--- src/include/snf_consts.svh ---
// constants for the sensor and node id frame builder
`ifndef SNF_CONSTS_SVH
`define SNF_CONSTS_SVH
`define SNF_START_DELIM    8'h7E
`define SNF_TYPE_SENSOR    8'h94
`define SNF_TYPE_NODE_ID   8'h95
`define SNF_OPT_ACKED      8'h01
`define SNF_OPT_BCAST      8'h02
`define SNF_OPT_APS_ENC    8'h20
`define SNF_SENS_ANALOG    8'h01
`define SNF_SENS_TEMP      8'h02
`define SNF_SENS_WATER     8'h60
`define SNF_NO_SENSOR      16'hFFFF
`define SNF_ADDR_UNKNOWN   16'hFFFE
`define SNF_STR_TERM       8'h00
`define SNF_SENSOR_LEN     16'h0017
`define SNF_NODE_FIXED_LEN 16'h001D
`define SNF_NODE_STR_OFS   6'h16
`define SNF_HDR_LAST       2'h2
`endif

--- src/include/snf_pkg.sv ---
// types for the sensor and node id frame builder
package snf_pkg;
    typedef enum logic [2:0] {
        SNF_IDLE = 3'b000,
        SNF_HDR  = 3'b001,
        SNF_BODY = 3'b011,
        SNF_STR  = 3'b010,
        SNF_TAIL = 3'b110,
        SNF_SUM  = 3'b111
    } snf_state_e;
    typedef enum logic [1:0] {
        SNF_ROLE_COORD  = 2'h0,
        SNF_ROLE_ROUTER = 2'h1,
        SNF_ROLE_END    = 2'h2
    } snf_role_e;
    typedef enum logic [1:0] {
        SNF_EV_BUTTON = 2'h1,
        SNF_EV_JOIN   = 2'h2,
        SNF_EV_POWER  = 2'h3
    } snf_event_e;
endpackage : snf_pkg

--- src/hdl/snf_sync2.sv ---
// two-flop synchroniser for the water detect pin
`timescale 1ns/1ns
module snf_sync2 (
    // clock and reset
    input  wire logic clk,
    input  wire logic reset,
    // level
    input  wire logic din,
    output logic      dout
);
    logic meta_ff;
    always_ff @(posedge clk or posedge reset) begin
        if (reset) begin
            meta_ff <= 1'b0;
            dout    <= 1'b0;
        end else begin
            meta_ff <= din;
            dout    <= meta_ff;
        end
    end
endmodule : snf_sync2

--- src/hdl/snf_frame_builder.sv ---
// sensor read and node identification frame builder
// Behaviour
// - sensor sample gives frame type 0x94
// - sender 64-bit address at bytes 4-11
// - sender 16-bit address at bytes 12-13
// - sensor byte 14 holds receive options
// - sensor byte 15 flags present sensor data
// - four analog words, all-ones when absent
// - thermometer word, 0xFFFF when absent
// - node identification gives frame type 0x95
// - node byte 14 holds receive options
// - remote network address, 0xFFFE if unknown
// - remote 64-bit address at bytes 17-24
// - identifier string copied, zero terminated
// - parent address, 0xFFFE when no parent
// - byte 28 plus string length encodes remote device role
// - byte 29 plus string length encodes triggering event
// - bytes 30-31 plus string length hold profile identifier
`timescale 1ns/1ns
`include "snf_consts.svh"
module snf_frame_builder import snf_pkg::*; #(
    parameter int             MAX_STR    = 20,
    parameter logic [15:0]    PROFILE_ID = 16'hABCD  // arbitrary value
) (
    // clock and reset
    input  wire logic         clk,
    input  wire logic         reset,
    // configuration
    input  wire logic [7:0]   api_output_option,
    // sensor sample request
    input  wire logic         sens_req,
    input  wire logic [63:0]  sens_src_addr64,
    input  wire logic [15:0]  sens_src_addr16,
    input  wire logic         sens_acked,
    input  wire logic         sens_bcast,
    input  wire logic         sens_aps_enc,
    input  wire logic         sens_analog_found,
    input  wire logic         sens_temp_found,
    input  wire logic [63:0]  sens_analog,
    input  wire logic [15:0]  sens_temp,
    input  wire logic         water_detect_pin,
    // node identification request
    input  wire logic         node_req,
    input  wire logic [63:0]  node_src_addr64,
    input  wire logic [15:0]  node_src_addr16,
    input  wire logic         node_acked,
    input  wire logic         node_bcast,
    input  wire logic         node_remote16_known,
    input  wire logic [15:0]  node_remote16,
    input  wire logic [63:0]  node_remote64,
    input  wire logic [MAX_STR*8-1:0] node_identifier_string,
    input  wire logic [4:0]   node_str_len,
    input  wire logic         node_has_parent,
    input  wire logic [15:0]  node_parent16,
    input  wire logic [1:0]   node_role,
    input  wire logic [1:0]   node_event,
    // request status
    output logic              busy,
    output logic              req_taken,
    // serial byte stream
    output logic              tx_valid,
    output logic [7:0]        tx_data,
    input  wire logic         tx_ready
);
    // the string length port is five bits wide
    if (MAX_STR < 1 || MAX_STR > 31) begin : g_bad_max_str
        $error("MAX_STR must be 1 to 31");
    end

    typedef struct packed {
        snf_state_e  st;
        logic        is_node;
        logic [5:0]  idx;
        logic [7:0]  sum;
        logic        valid;
        logic [7:0]  data;
        logic        taken;
        logic        busy;
        logic [4:0]  slen;
        logic [255:0] body;
        logic [MAX_STR*8-1:0] str;
    } snf_state_s;

    snf_state_s cur_ff, nxt_cur;
    logic       water_sync;

    snf_sync2 u_water (
        .clk   (clk),
        .reset (reset),
        .din   (water_detect_pin),
        .dout  (water_sync)
    );

    logic [7:0]  s_opt, s_flags, n_opt, frame_type;
    logic [15:0] frame_len;
    logic        can_send;

    always_comb begin
        s_opt = 8'h00;
        if (sens_acked)   s_opt = s_opt | `SNF_OPT_ACKED;
        if (sens_bcast)   s_opt = s_opt | `SNF_OPT_BCAST;
        if (sens_aps_enc) s_opt = s_opt | `SNF_OPT_APS_ENC;
        s_flags = 8'h00;
        if (sens_analog_found) s_flags = s_flags | `SNF_SENS_ANALOG;
        if (sens_temp_found)   s_flags = s_flags | `SNF_SENS_TEMP;
        // water present means the synchronised pin reads low
        if (!water_sync)       s_flags = s_flags | `SNF_SENS_WATER;
        n_opt = 8'h00;
        if (node_acked) n_opt = n_opt | `SNF_OPT_ACKED;
        if (node_bcast) n_opt = n_opt | `SNF_OPT_BCAST;
    end

    assign can_send  = (api_output_option == 8'h00);
    assign frame_type = cur_ff.is_node ? `SNF_TYPE_NODE_ID
                                       : `SNF_TYPE_SENSOR;
    // node frame length grows with the identifier string
    assign frame_len = cur_ff.is_node
        ? `SNF_NODE_FIXED_LEN + {11'h000, cur_ff.slen}
        : `SNF_SENSOR_LEN;

    always_comb begin
        logic [7:0] b;
        b = 8'h00;
        nxt_cur       = cur_ff;
        nxt_cur.taken = 1'b0;
        // a byte stands until the host side accepts it
        if (cur_ff.valid && tx_ready) nxt_cur.valid = 1'b0;
        case (cur_ff.st)
            SNF_IDLE: begin
                // node requests win when both arrive together
                // a pending checksum byte leaves before a new frame
                if (can_send && !cur_ff.valid && node_req) begin
                    nxt_cur.is_node = 1'b1;
                    nxt_cur.slen = (node_str_len > 5'(MAX_STR))
                                 ? 5'(MAX_STR) : node_str_len;
                    nxt_cur.str  = node_identifier_string;
                    nxt_cur.body = {node_src_addr64, node_src_addr16,
                        n_opt,
                        node_remote16_known ? node_remote16
                                            : `SNF_ADDR_UNKNOWN,
                        node_remote64,
                        88'h0};
                    nxt_cur.st    = SNF_HDR;
                    nxt_cur.idx   = 6'h00;
                    nxt_cur.taken = 1'b1;
                end else if (can_send && !cur_ff.valid
                             && sens_req) begin
                    nxt_cur.is_node = 1'b0;
                    nxt_cur.slen = 5'h00;
                    nxt_cur.body = {sens_src_addr64,
                        sens_src_addr16,
                        s_opt, s_flags,
                        sens_analog_found ? sens_analog
                                          : {4{`SNF_NO_SENSOR}},
                        sens_temp_found ? sens_temp
                                        : `SNF_NO_SENSOR,
                        80'h0};
                    nxt_cur.st    = SNF_HDR;
                    nxt_cur.idx   = 6'h00;
                    nxt_cur.taken = 1'b1;
                end
            end
            default: begin
                if (!cur_ff.valid || tx_ready) begin
                    nxt_cur.valid = 1'b1;
                    nxt_cur.idx   = cur_ff.idx + 6'h01;
                    case (cur_ff.st)
                        SNF_HDR: begin
                            case (cur_ff.idx[1:0])
                                2'h0: b = `SNF_START_DELIM;
                                2'h1: b = frame_len[15:8];
                                2'h2: b = frame_len[7:0];
                                default: b = frame_type;
                            endcase
                            if (cur_ff.idx[1:0] == 2'h3) begin
                                nxt_cur.st  = SNF_BODY;
                                nxt_cur.idx = 6'h00;
                                nxt_cur.sum = frame_type;
                            end
                        end
                        SNF_BODY: begin
                            // shift out fields most significant first
                            b = cur_ff.body[255:248];
                            nxt_cur.body = {cur_ff.body[247:0], 8'h00};
                            nxt_cur.sum  = cur_ff.sum + b;
                            if (cur_ff.is_node && cur_ff.idx == 6'd20) begin
                                nxt_cur.st  = SNF_STR;
                                nxt_cur.idx = 6'h00;
                            end else if (!cur_ff.is_node
                                         && cur_ff.idx == 6'd21) begin
                                nxt_cur.st = SNF_SUM;
                            end
                        end
                        SNF_STR: begin
                            if (cur_ff.idx[4:0] == cur_ff.slen) begin
                                b = `SNF_STR_TERM;
                                nxt_cur.st  = SNF_TAIL;
                                nxt_cur.idx = 6'h00;
                                nxt_cur.body = {
                                    node_has_parent ? node_parent16
                                        : `SNF_ADDR_UNKNOWN,
                                    6'h00, node_role,
                                    6'h00, node_event,
                                    PROFILE_ID,
                                    208'h0};
                            end else begin
                                b = cur_ff.str[MAX_STR*8-1 -: 8];
                                nxt_cur.str = cur_ff.str << 8;
                            end
                            nxt_cur.sum = cur_ff.sum + b;
                        end
                        SNF_TAIL: begin
                            b = cur_ff.body[255:248];
                            nxt_cur.body = {cur_ff.body[247:0], 8'h00};
                            nxt_cur.sum  = cur_ff.sum + b;
                            if (cur_ff.idx == 6'd5) nxt_cur.st = SNF_SUM;
                        end
                        SNF_SUM: begin
                            b = 8'hFF - cur_ff.sum;
                            nxt_cur.st = SNF_IDLE;
                        end
                        default: nxt_cur.st = SNF_IDLE;
                    endcase
                    nxt_cur.data = b;
                end
            end
        endcase
        // busy leaves a flip-flop like the other outputs
        nxt_cur.busy = (nxt_cur.st != SNF_IDLE) || nxt_cur.valid;
    end

    always_ff @(posedge clk or posedge reset) begin
        if (reset) begin
            cur_ff <= '0;
        end else begin
            cur_ff <= nxt_cur;
        end
    end

    assign tx_valid  = cur_ff.valid;
    assign tx_data   = cur_ff.data;
    assign req_taken = cur_ff.taken;
    assign busy      = cur_ff.busy;

    logic [7:0] mon_cnt_ff;
    always_ff @(posedge clk or posedge reset) begin
        if (reset) mon_cnt_ff <= 8'h00;
        else if (cur_ff.taken) mon_cnt_ff <= 8'h00;
        else if (tx_valid && tx_ready) mon_cnt_ff <= mon_cnt_ff + 8'h01;
    end

    // byte offsets inside the node frame move with the string length
    logic       hs;
    logic [7:0] str_end;
    assign hs      = tx_valid && tx_ready;
    assign str_end = 8'd25 + {3'h0, cur_ff.slen};
endmodule : snf_frame_builder

--- config.mk ---
export PLATFORM = sky130hd
export DESIGN_NAME = snf_frame_builder
export DESIGN_NICKNAME = d
export VERILOG_FILES = /design/src/include/snf_pkg.sv /design/src/hdl/snf_sync2.sv /design/src/hdl/snf_frame_builder.sv
export VERILOG_INCLUDE_DIRS = /design/src /design/src/include
export SDC_FILE = /design/constraint.sdc
export NUM_CORES = 1
export LEC_CHECK = 0
export ABC_AREA = 1
export BUFFER_PORTS_ARGS = -buffer_cell sky130_fd_sc_hd__buf_2
export CORE_AREA = 3 3 211 213
export DETAILED_ROUTE_END_ITERATION = 7
export DIE_AREA = 0 0 214 216
export HOLD_SLACK_MARGIN = 0.03
export PLACE_DENSITY = 0.72
export SKIP_LAST_GASP = 1
export SLEW_MARGIN = 20
export SYNTH_ARGS = -nofsm -noshare
export SYNTH_HDL_FRONTEND = slang
export SYNTH_SLANG_ARGS = --single-unit
--- constraint.sdc ---
create_clock -name clk -period 12 [get_ports clk]
set_clock_uncertainty 0.05 [all_clocks]
set_input_delay 0.6 -clock clk [delete_from_list [all_inputs] [get_ports clk]]
set_output_delay 0.6 -clock clk [all_outputs]
set_load 0.05 [all_outputs]
# After elaboration in Yosys (flattened, before gate mapping)
# Index checks and enable logic that the tools add are counted.
# op_classes
bitwise_logic	1
mux	52
magnitude_cmp	1
eq_ne	17
n_addsub	5
n_reduce_logical	26
# ops
operator	count
$mux 416	2
$mux 261	2
$pmux 256 s2	1
$mux 160	3
$mux 256	1
$mux 64	1
$mux 16	3
$pmux 8 s3	2
$mux 8	4
$pmux 8 s4	1
$mux 6	5
$mux 23	1
$mux 3	7
$mux 10	2
$pmux 6 s3	1
$add 8x8->8	2
$mux 14	1
$eq 6x5->1 const B	2
$pmux 3 s4	1
$reduce_and 4->1	3
$mux 9	1
$reduce_bool 3->1	3
$logic_not 8->1	1
$mux 1	8
26 further kinds	44
# totals
in_bits	528
ff_bits	452
out_inout_bits	11
wordCells	115

# Depth between registers and ports, before layout
# Gate-level depths: netlist of run 1.
# logic_depth
depth_word	10
depth_mapped	20
depth_no_buf	19

# By module
# A second synthesis of run 1 with hierarchy kept.
# unflattened
cells_unflattened	2705
area_unflattened_um2	20035.5
# modules_own_cells
mod	seq_area_each_um2	instances	cells_each	area_each_um2
snf_frame_builder	9258.9	1	2702	19981.7
snf_sync2	50.0	1	3	53.8

# Worst setup path before layout of run 1
# OpenSTA, ideal clock, no wires.
# synth_path
path_kind	register -> register
from	register cur_ff[448] (netlist name)
to	register cur_ff[438] (netlist name)
slack_ns	9.102
n_path_buf	1
t_arrival_ns	2.732
synth_period_minus_slack_ns	2.898
path_stages_with_launch	21
setup_ns	0.116
required_ns	11.834
path_cell_list	dfrtp_1 inv_1 nor2_2 nand2_1 inv_1 nor2_1 inv_2 buf_2 nor2_1 inv_1 o22ai_1 ha_1 inv_1 fa_1 o21ai_0 nand2_1 nand2_1 a21oi_1 xnor2_1 nand2_1 nand2_1
# synth_via
elab_chain_len	4
elab_cells_between_ends	11
classes_between	eq/ne (5); mux (1); bitwise (1); reduce/logical (4)
# synth_rtl
element	line_no	text
start: declaration	snf_frame_builder.sv:84	snf_state_s cur_ff, nxt_cur;
start signal: assignment	snf_frame_builder.sv:236	cur_ff <= nxt_cur;
$eq 3x3->1 / $eq 3x2->1 (equally long branches)	snf_frame_builder.sv:167	case (cur_ff.st)
$reduce_or 2->1 (no line)	-	
$reduce_bool 3->1 (no line)	-	
$reduce_and 4->1 (no line)	-	
# Several ways; a longest one is shown, not always the timed one.
# A chain may end at the register's enable or synchronous reset.

# Final worst setup path of run 1
# layout_path
from	register cur_ff (netlist bit tx_valid)
to	register cur_ff[53] (netlist name)
# layout_via
elab_chain_len	5
elab_cells_between_ends	7
classes_between	eq/ne (1); reduce/logical (6)
# layout_rtl
element	line_no	text
$logic_not 1->1 (*)	snf_frame_builder.sv:132, snf_frame_builder.sv:164	
$logic_and 1x1->1 (2 in series)	snf_frame_builder.sv:132	if (can_send && !cur_ff.valid && node_req) begin
$ne 2x2->1 (no line)	-	
$reduce_and 4->1 (no line) (*)	-	
# Every way passes the cells marked *; elsewhere a longest branch is shown, timed or not.

==> results of run 1 <==
==> cell usage in the layout (no fill, tap or decap), types with 5 or more instances in the layout <==
cell type | Yosys | layout
inv_2 | 8 | 5
dfrtp_1 | 372 | 372
o21ai_0 | 357 | 357
a21oi_1 | 14 | 14
xor2_1 | 5 | 5
clkinv_2 | 0 | 7
ha_1 | 13 | 13
buf_4 | 26 | 13
nand2_1 | 983 | 982
clkbuf_16 | 0 | 44
o22ai_1 | 11 | 11
clkbuf_1 | 91 | 7
nand3_1 | 197 | 197
inv_1 | 211 | 210
clkbuf_8 | 0 | 9
or2_2 | 7 | 7
diode_2 | 0 | 22
o211ai_1 | 174 | 174
buf_2 | 58 | 538
nor2_1 | 102 | 101
o21ai_1 | 27 | 27
nand3b_1 | 15 | 15
==> cell type report <==
type | instances | share of cell area
Inverter | 219 | 0.0347
Clock buffer | 60 | 0.0517
Clock inverter | 11 | 0.00403
Tap cell | 585 | 0.0302
Multi-Input combinational cell | 1934 | 0.375
Timing Repair Buffer | 554 | 0.117
Sequential cell | 372 | 0.385
Antenna cell | 22 | 0.00227
==> routing by layer <==
metal  wire length [um]  up-vias  GRT usage
li1                   -     9699          -
met1              28800     9618      0.389
met2              32100      809      0.450
met3               4610      171     0.0483
met4               2900        6      0.146
met5                 31        -          0
==> state kept, by name (all words and copies together), names as in the netlist <==
signal	cells
u_water.dout	1
busy	1
u_water.meta_ff	1
tx_valid	1
cur_ff	359
req_taken	1
tx_data	8
==> power by group through the flow <==
stage | sequential [mW] | clock (mW) | combinational (mW)
6_report | 2.07 | 1.28 | 2.47
5_1_grt | 2.13 | 1.35 | 2.84
4_1_cts | 2.07 | 1.30 | 2.47
3_5_place_dp | 2.08 | 0 | 2.45
3_3_place_gp | 2.07 | 0 | 2.38
2_1_floorplan | 2.02 | 0 | 1.93
==> worst max path at each step <==
stage                               from     endpoint  slack [ns]  cells after the start
finish                          tx_valid   cur_ff[53]        6.43                     12
global route                    tx_valid   cur_ff[72]        5.89                     12
CTS                             tx_valid   cur_ff[53]        6.54                     12
detailed placement  api_output_option[3]   cur_ff[75]        6.00                     13
global placement    api_output_option[5]  cur_ff[115]        6.17                     13
floorplan                          reset         busy        1.02                      1
==> per-stage QoR <==
step	hold WS, ns	instance area, um2	setup slack [ns]
2_1_floorplan	0.281	20200	1.02
3_3_place_gp	0.289	22800	6.17
3_5_place_dp	0.287	22800	6.00
4_1_cts	0.0987	24100	6.54
5_1_grt	0.102	24200	5.89
6_report	0.128	24200	6.43
==> cell families after synthesis <==
family | Yosys count | synth area share
xor gates and xnor gates | 8 | 0.00347
buffers and inverters | 415 | 0.0919
adders and majority gates | 14 | 0.00905
and+or+nand+nor | 1320 | 0.264
DFF | 372 | 0.461
AOI/OAI and AO/OA | 592 | 0.171
==> worst max-delay path: cells and delay by family, from the launching register on <==
kind	cells	cell delay, ns
flops	1	0.37
buf+inv	6	2.78
simple gates	3	1.55
compound gates	3	0.43
==> flow_summary.ini, run 1 <==
[finish]
fin_nets = 3666
instances_no_fill = 3757
area_growth_pct = 19.9
drive_gt1_frac = 0.206
regArea_um2 = 9310
multi_input_area_um2 = 9080
utilization = 0.564
n_fill_cell = 4172

[global_routing]
grt_start_max_net_pins = 177
grt_use_total = 0.288
overflow = 0
antenna_found_initial = 26
grt_pass1_wl_um = 107000
grt_pass1_vias = 20000

[worst_setup_path]
reg2reg_from = tx_valid
cpPeakStageDelay_ns = 0.86
critPathSlowestCell = nor2_4
worstSetupStartpointType = register
r2r-end = cur_ff[53]
required_ns = 12.41
path_cells = inv_1, nand2_1, inv_1, nand3_4, nor2_4, inv_1, o21ai_4, buf_4, buf_4, buf_4, o211ai_1, o21ai_0
r2r_slack_ns = 6.43
cp_max_fo = 112
reg2regPathDepth = 12
path_class = reg2reg
arrival_ns = 5.97
crit_path_end_kind = register

[pwr]
seq_power_share = 0.356
clkPwrFrac = 0.219
power_report.internal_total_mw = 3.34
p_sw_mw = 2.47
switching_share = 0.425
peakVddDrop_mv = 0.128
p_leak_nw = 12.3
p_per_area_nw_per_um2 = 240
p_comb_frac = 0.425
total_power_mw = 5.82

[synthesis]
ys_top_cells_by_area = dfrtp_1 46%, nand2_1 18%, o21ai_0 8.8%, o211ai_1 6.5%, nand3_1 4.9%
avgSynthCellArea_um2 = 7.42
synth.most_common_cell = nand2_1
synthTopCellsByCount = 983 x nand2_1, 372 x dfrtp_1, 357 x o21ai_0
synth_top_area_cell = dfrtp_1
netlist_area_um2 = 20200
async_flop_share = 1.00
synth-edff-count = 0
syn_nets = 3263
synth_top_area_share = 0.461
synth_cell_types = 40
synthCells = 2721
synth_seq_cells = 372
ys.flop_type = dfrtp_1
ys_seq_area_frac = 0.461
ys_warn_count = 0

[cts]
cts_num_sinks = 372
numCtsBuffers = 43
cts_resized = 0
clockBufferDepth = 3
cts_tree = done
root_buffer = clkbuf_16
cts_setup_buffers = 0
cts_max_level = 2
cts_hold_buf = 0
clock_latency_ns = 0.56
clk_pin_slew_worst_paths_ns = 0.06

[timing]
setup_viol_count_final = 0
tightest_slew_ns = 1.12
min_period_ns = 5.57
fmax_mhz = 180
slew_violations = 0
min_period_over_period = 0.464
rsz0062_at_grt = no
finalSetupTns_ns = 0
final-hold-violation-count = 0
slew_headroom = 0.253

[drt]
ant_nets = 0
drtIter0Drc = 1892
first_pass_iters = 5
wl_per_cell_um = 18.2
drcViolationCount = 0
totalWireLength_um = 68400
vias = 20300
viasPerCell = 5.40

[floorplan]
coreArea_um2 = 42900
fp.dieH_um = 216
rows = 76
ios = 539
start_util = 0.471
die_width_um = 214
dieArea_um2 = 46200

[worst_hold_path]
min_path_cells = 1
hp-start = water_detect_pin
worstHoldPathType = in2reg
hold_end = u_water.meta_ff

[placement]
dpl.hpwl_um = 47800
numPortBuffers = 538
gp_congestion = 0.916
dp_cells = 3664

[status]
outcome = completed

[flow_run]
drv_cap = 0
(Power assumes the default switching activity.)
==> run 2, diff against run 1 <==
==> constraint.sdc (replaced) <==
create_clock -name clk -period 5.75 [get_ports clk]
set_clock_uncertainty 0.05 [all_clocks]
set_input_delay 0.2875 -clock clk [delete_from_list [all_inputs] [get_ports clk]]
set_output_delay 0.2875 -clock clk [all_outputs]
set_load 0.05 [all_outputs]
==> run 2 against run 1 <==
Non-clock buffer count is 283 higher. Sequential power up 110%. Utilization increased by 6.7 points. Combinational power grew 130%. Cell area is 12% higher. Cell count increased by 7.5%. Via count rose by 8.9%.
==> flow_summary.ini, run 2 (same netlist as run 1, synthesis figures left out) <==
[status]
outcome = completed

[timing]
min_period_over_period = 0.717
setup_slack_ns = 1.63
tightest_slew_ns = 1.09
slew_violations = 0
min_period_ns = 4.12
rsz0062_at_grt = no
finalSetupTns_ns = 0
fmax_mhz = 243
slew_headroom = 0.271
setup_viol_count_final = 0
final-hold-violation-count = 0

[worst_setup_path]
required_ns = 6.20
cpLargestDelayFamily = simple AND/OR/NAND/NOR gates
critPathSlowestCell = inv_6
crit_path_end_kind = register
cp_num_buf_inv = 4
arrival_ns = 4.57
path_cells = nor2_1, nand2_8, inv_4, nor2_1, inv_2, nand2_2, nand2_8, inv_6, buf_4, nand2_1, nand2_1
cpPeakStageDelay_ns = 0.75
worstSetupStartpointType = register
cp_max_fo = 104
path_class = reg2reg

[finish]
final_cell_mix = 982 x nand2_1, 538 x buf_2, 372 x dfrtp_1
n_fill_cell = 3625
multi_input_area_um2 = 9080
fin_nets = 3948
largest_register_ffs = 359
instances_no_fill = 4040
regArea_um2 = 9310
area_growth_pct = 34.2
largest_register = cur_ff
layout_commonest_cell = nand2_1
drive_gt1_frac = 0.190

[floorplan]
rows = 76
ios = 539
die_width_um = 214
coreArea_um2 = 42900
dieArea_um2 = 46200
fp.dieH_um = 216
start_util = 0.471

[pwr]
p_leak_nw = 13.5
p_sw_mw = 5.41
p_comb_frac = 0.441
power_report.internal_total_mw = 7.32
peakVddDrop_mv = 0.252
seq_power_share = 0.342
clkPwrFrac = 0.217
switching_share = 0.425
p_per_area_nw_per_um2 = 470
total_power_mw = 12.7

[global_routing]
grt_pass1_vias = 22200
antenna_found_initial = 19
grt_use_total = 0.314
grt_start_max_net_pins = 193
grt_pass1_wl_um = 117000
overflow = 0

[cts]
cts_setup_buffers = 0
cts_num_sinks = 372
root_buffer = clkbuf_16
cts_max_level = 2
clock_latency_ns = 0.56
clockBufferDepth = 3
cts_tree = done
cts_hold_buf = 281
cts_resized = 0
numCtsBuffers = 42
clk_pin_slew_worst_paths_ns = 0.06

[drt]
first_pass_iters = 6
drtIter0Drc = 2070
wl_per_cell_um = 18.5
vias = 22100
viasPerCell = 5.47
drcViolationCount = 0
totalWireLength_um = 74600
ant_nets = 0

[flow_run]
drv_cap = 0

[worst_hold_path]
worstHoldPathType = in2reg

[placement]
dp_slack_ns = 1.80
dp_cells = 3666
numPortBuffers = 538
dpl.hpwl_um = 48200
gp_congestion = 0.981
run 2: area by class of cell:
class | instances | area share
sequential | 372 | 0.344
multi-input combinational | 1934 | 0.335
timing repair buffer | 837 | 0.210
clock buffer | 60 | 0.0458
inverter | 219 | 0.0309
tap | 585 | 0.0270
clock inverter | 15 | 0.00605
antenna | 18 | 0.00166
run 2: worst register-to-register path, stage by stage (launching register included):
cell and delay, ns:
dfrtp_1 0.47, nor2_1 0.15, nand2_8 0.38, inv_4 0.16
nor2_1 0.52, inv_2 0.23, nand2_2 0.25, nand2_8 0.33
inv_6 0.79, buf_4 0.48, nand2_1 0.17, nand2_1 0.09
run 2: final timing paths:
path                       slack, ns  cells past startpoint            to                start
setup / recovery                1.63                     11   cur_ff[328]          cur_ff[449]
hold / removal                  0.05                      5   cur_ff[404]  sens_src_addr64[52]
setup reg to reg                1.63                     11   cur_ff[328]          cur_ff[449]
hold reg to reg                 0.30                      0  u_water.dout      u_water.meta_ff
max in group asynchronous       3.79                      4   cur_ff[391]                reset
min in group asynchronous       0.39                      3   cur_ff[348]                reset
run 2: power by group through the flow:
stage | combinational [mW] | clock [mW] | sequential, mW
5_1_grt | 6.33 | 2.91 | 4.46
3_5_place_dp | 5.11 | 0 | 4.34
4_1_cts | 5.44 | 2.81 | 4.32
3_3_place_gp | 5.00 | 0 | 4.32
6_report | 5.61 | 2.76 | 4.35
2_1_floorplan | 4.03 | 0 | 4.22
run 2: routing by layer:
metal,global-route usage,wire (um),vias to the layer above
li1,-,-,10300
met5,0,34,-
met4,0.171,4220,4
met3,0.0493,5520,311
met1,0.406,29700,10300
met2,0.509,35100,1218
run 2: through the flow:
| stage | util | cell area, um2 | hold WS [ns] |
|---|---|---|---|
| floorplan | - | 20200 | 0.269 |
| global placement | 0.532 | 22800 | 0.289 |
| detailed placement | 0.532 | 22800 | 0.287 |
| CTS | 0.631 | 27000 | 0.0311 |
| global route | 0.632 | 27100 | 0.0589 |
| finish | 0.632 | 27100 | 0.0525 |
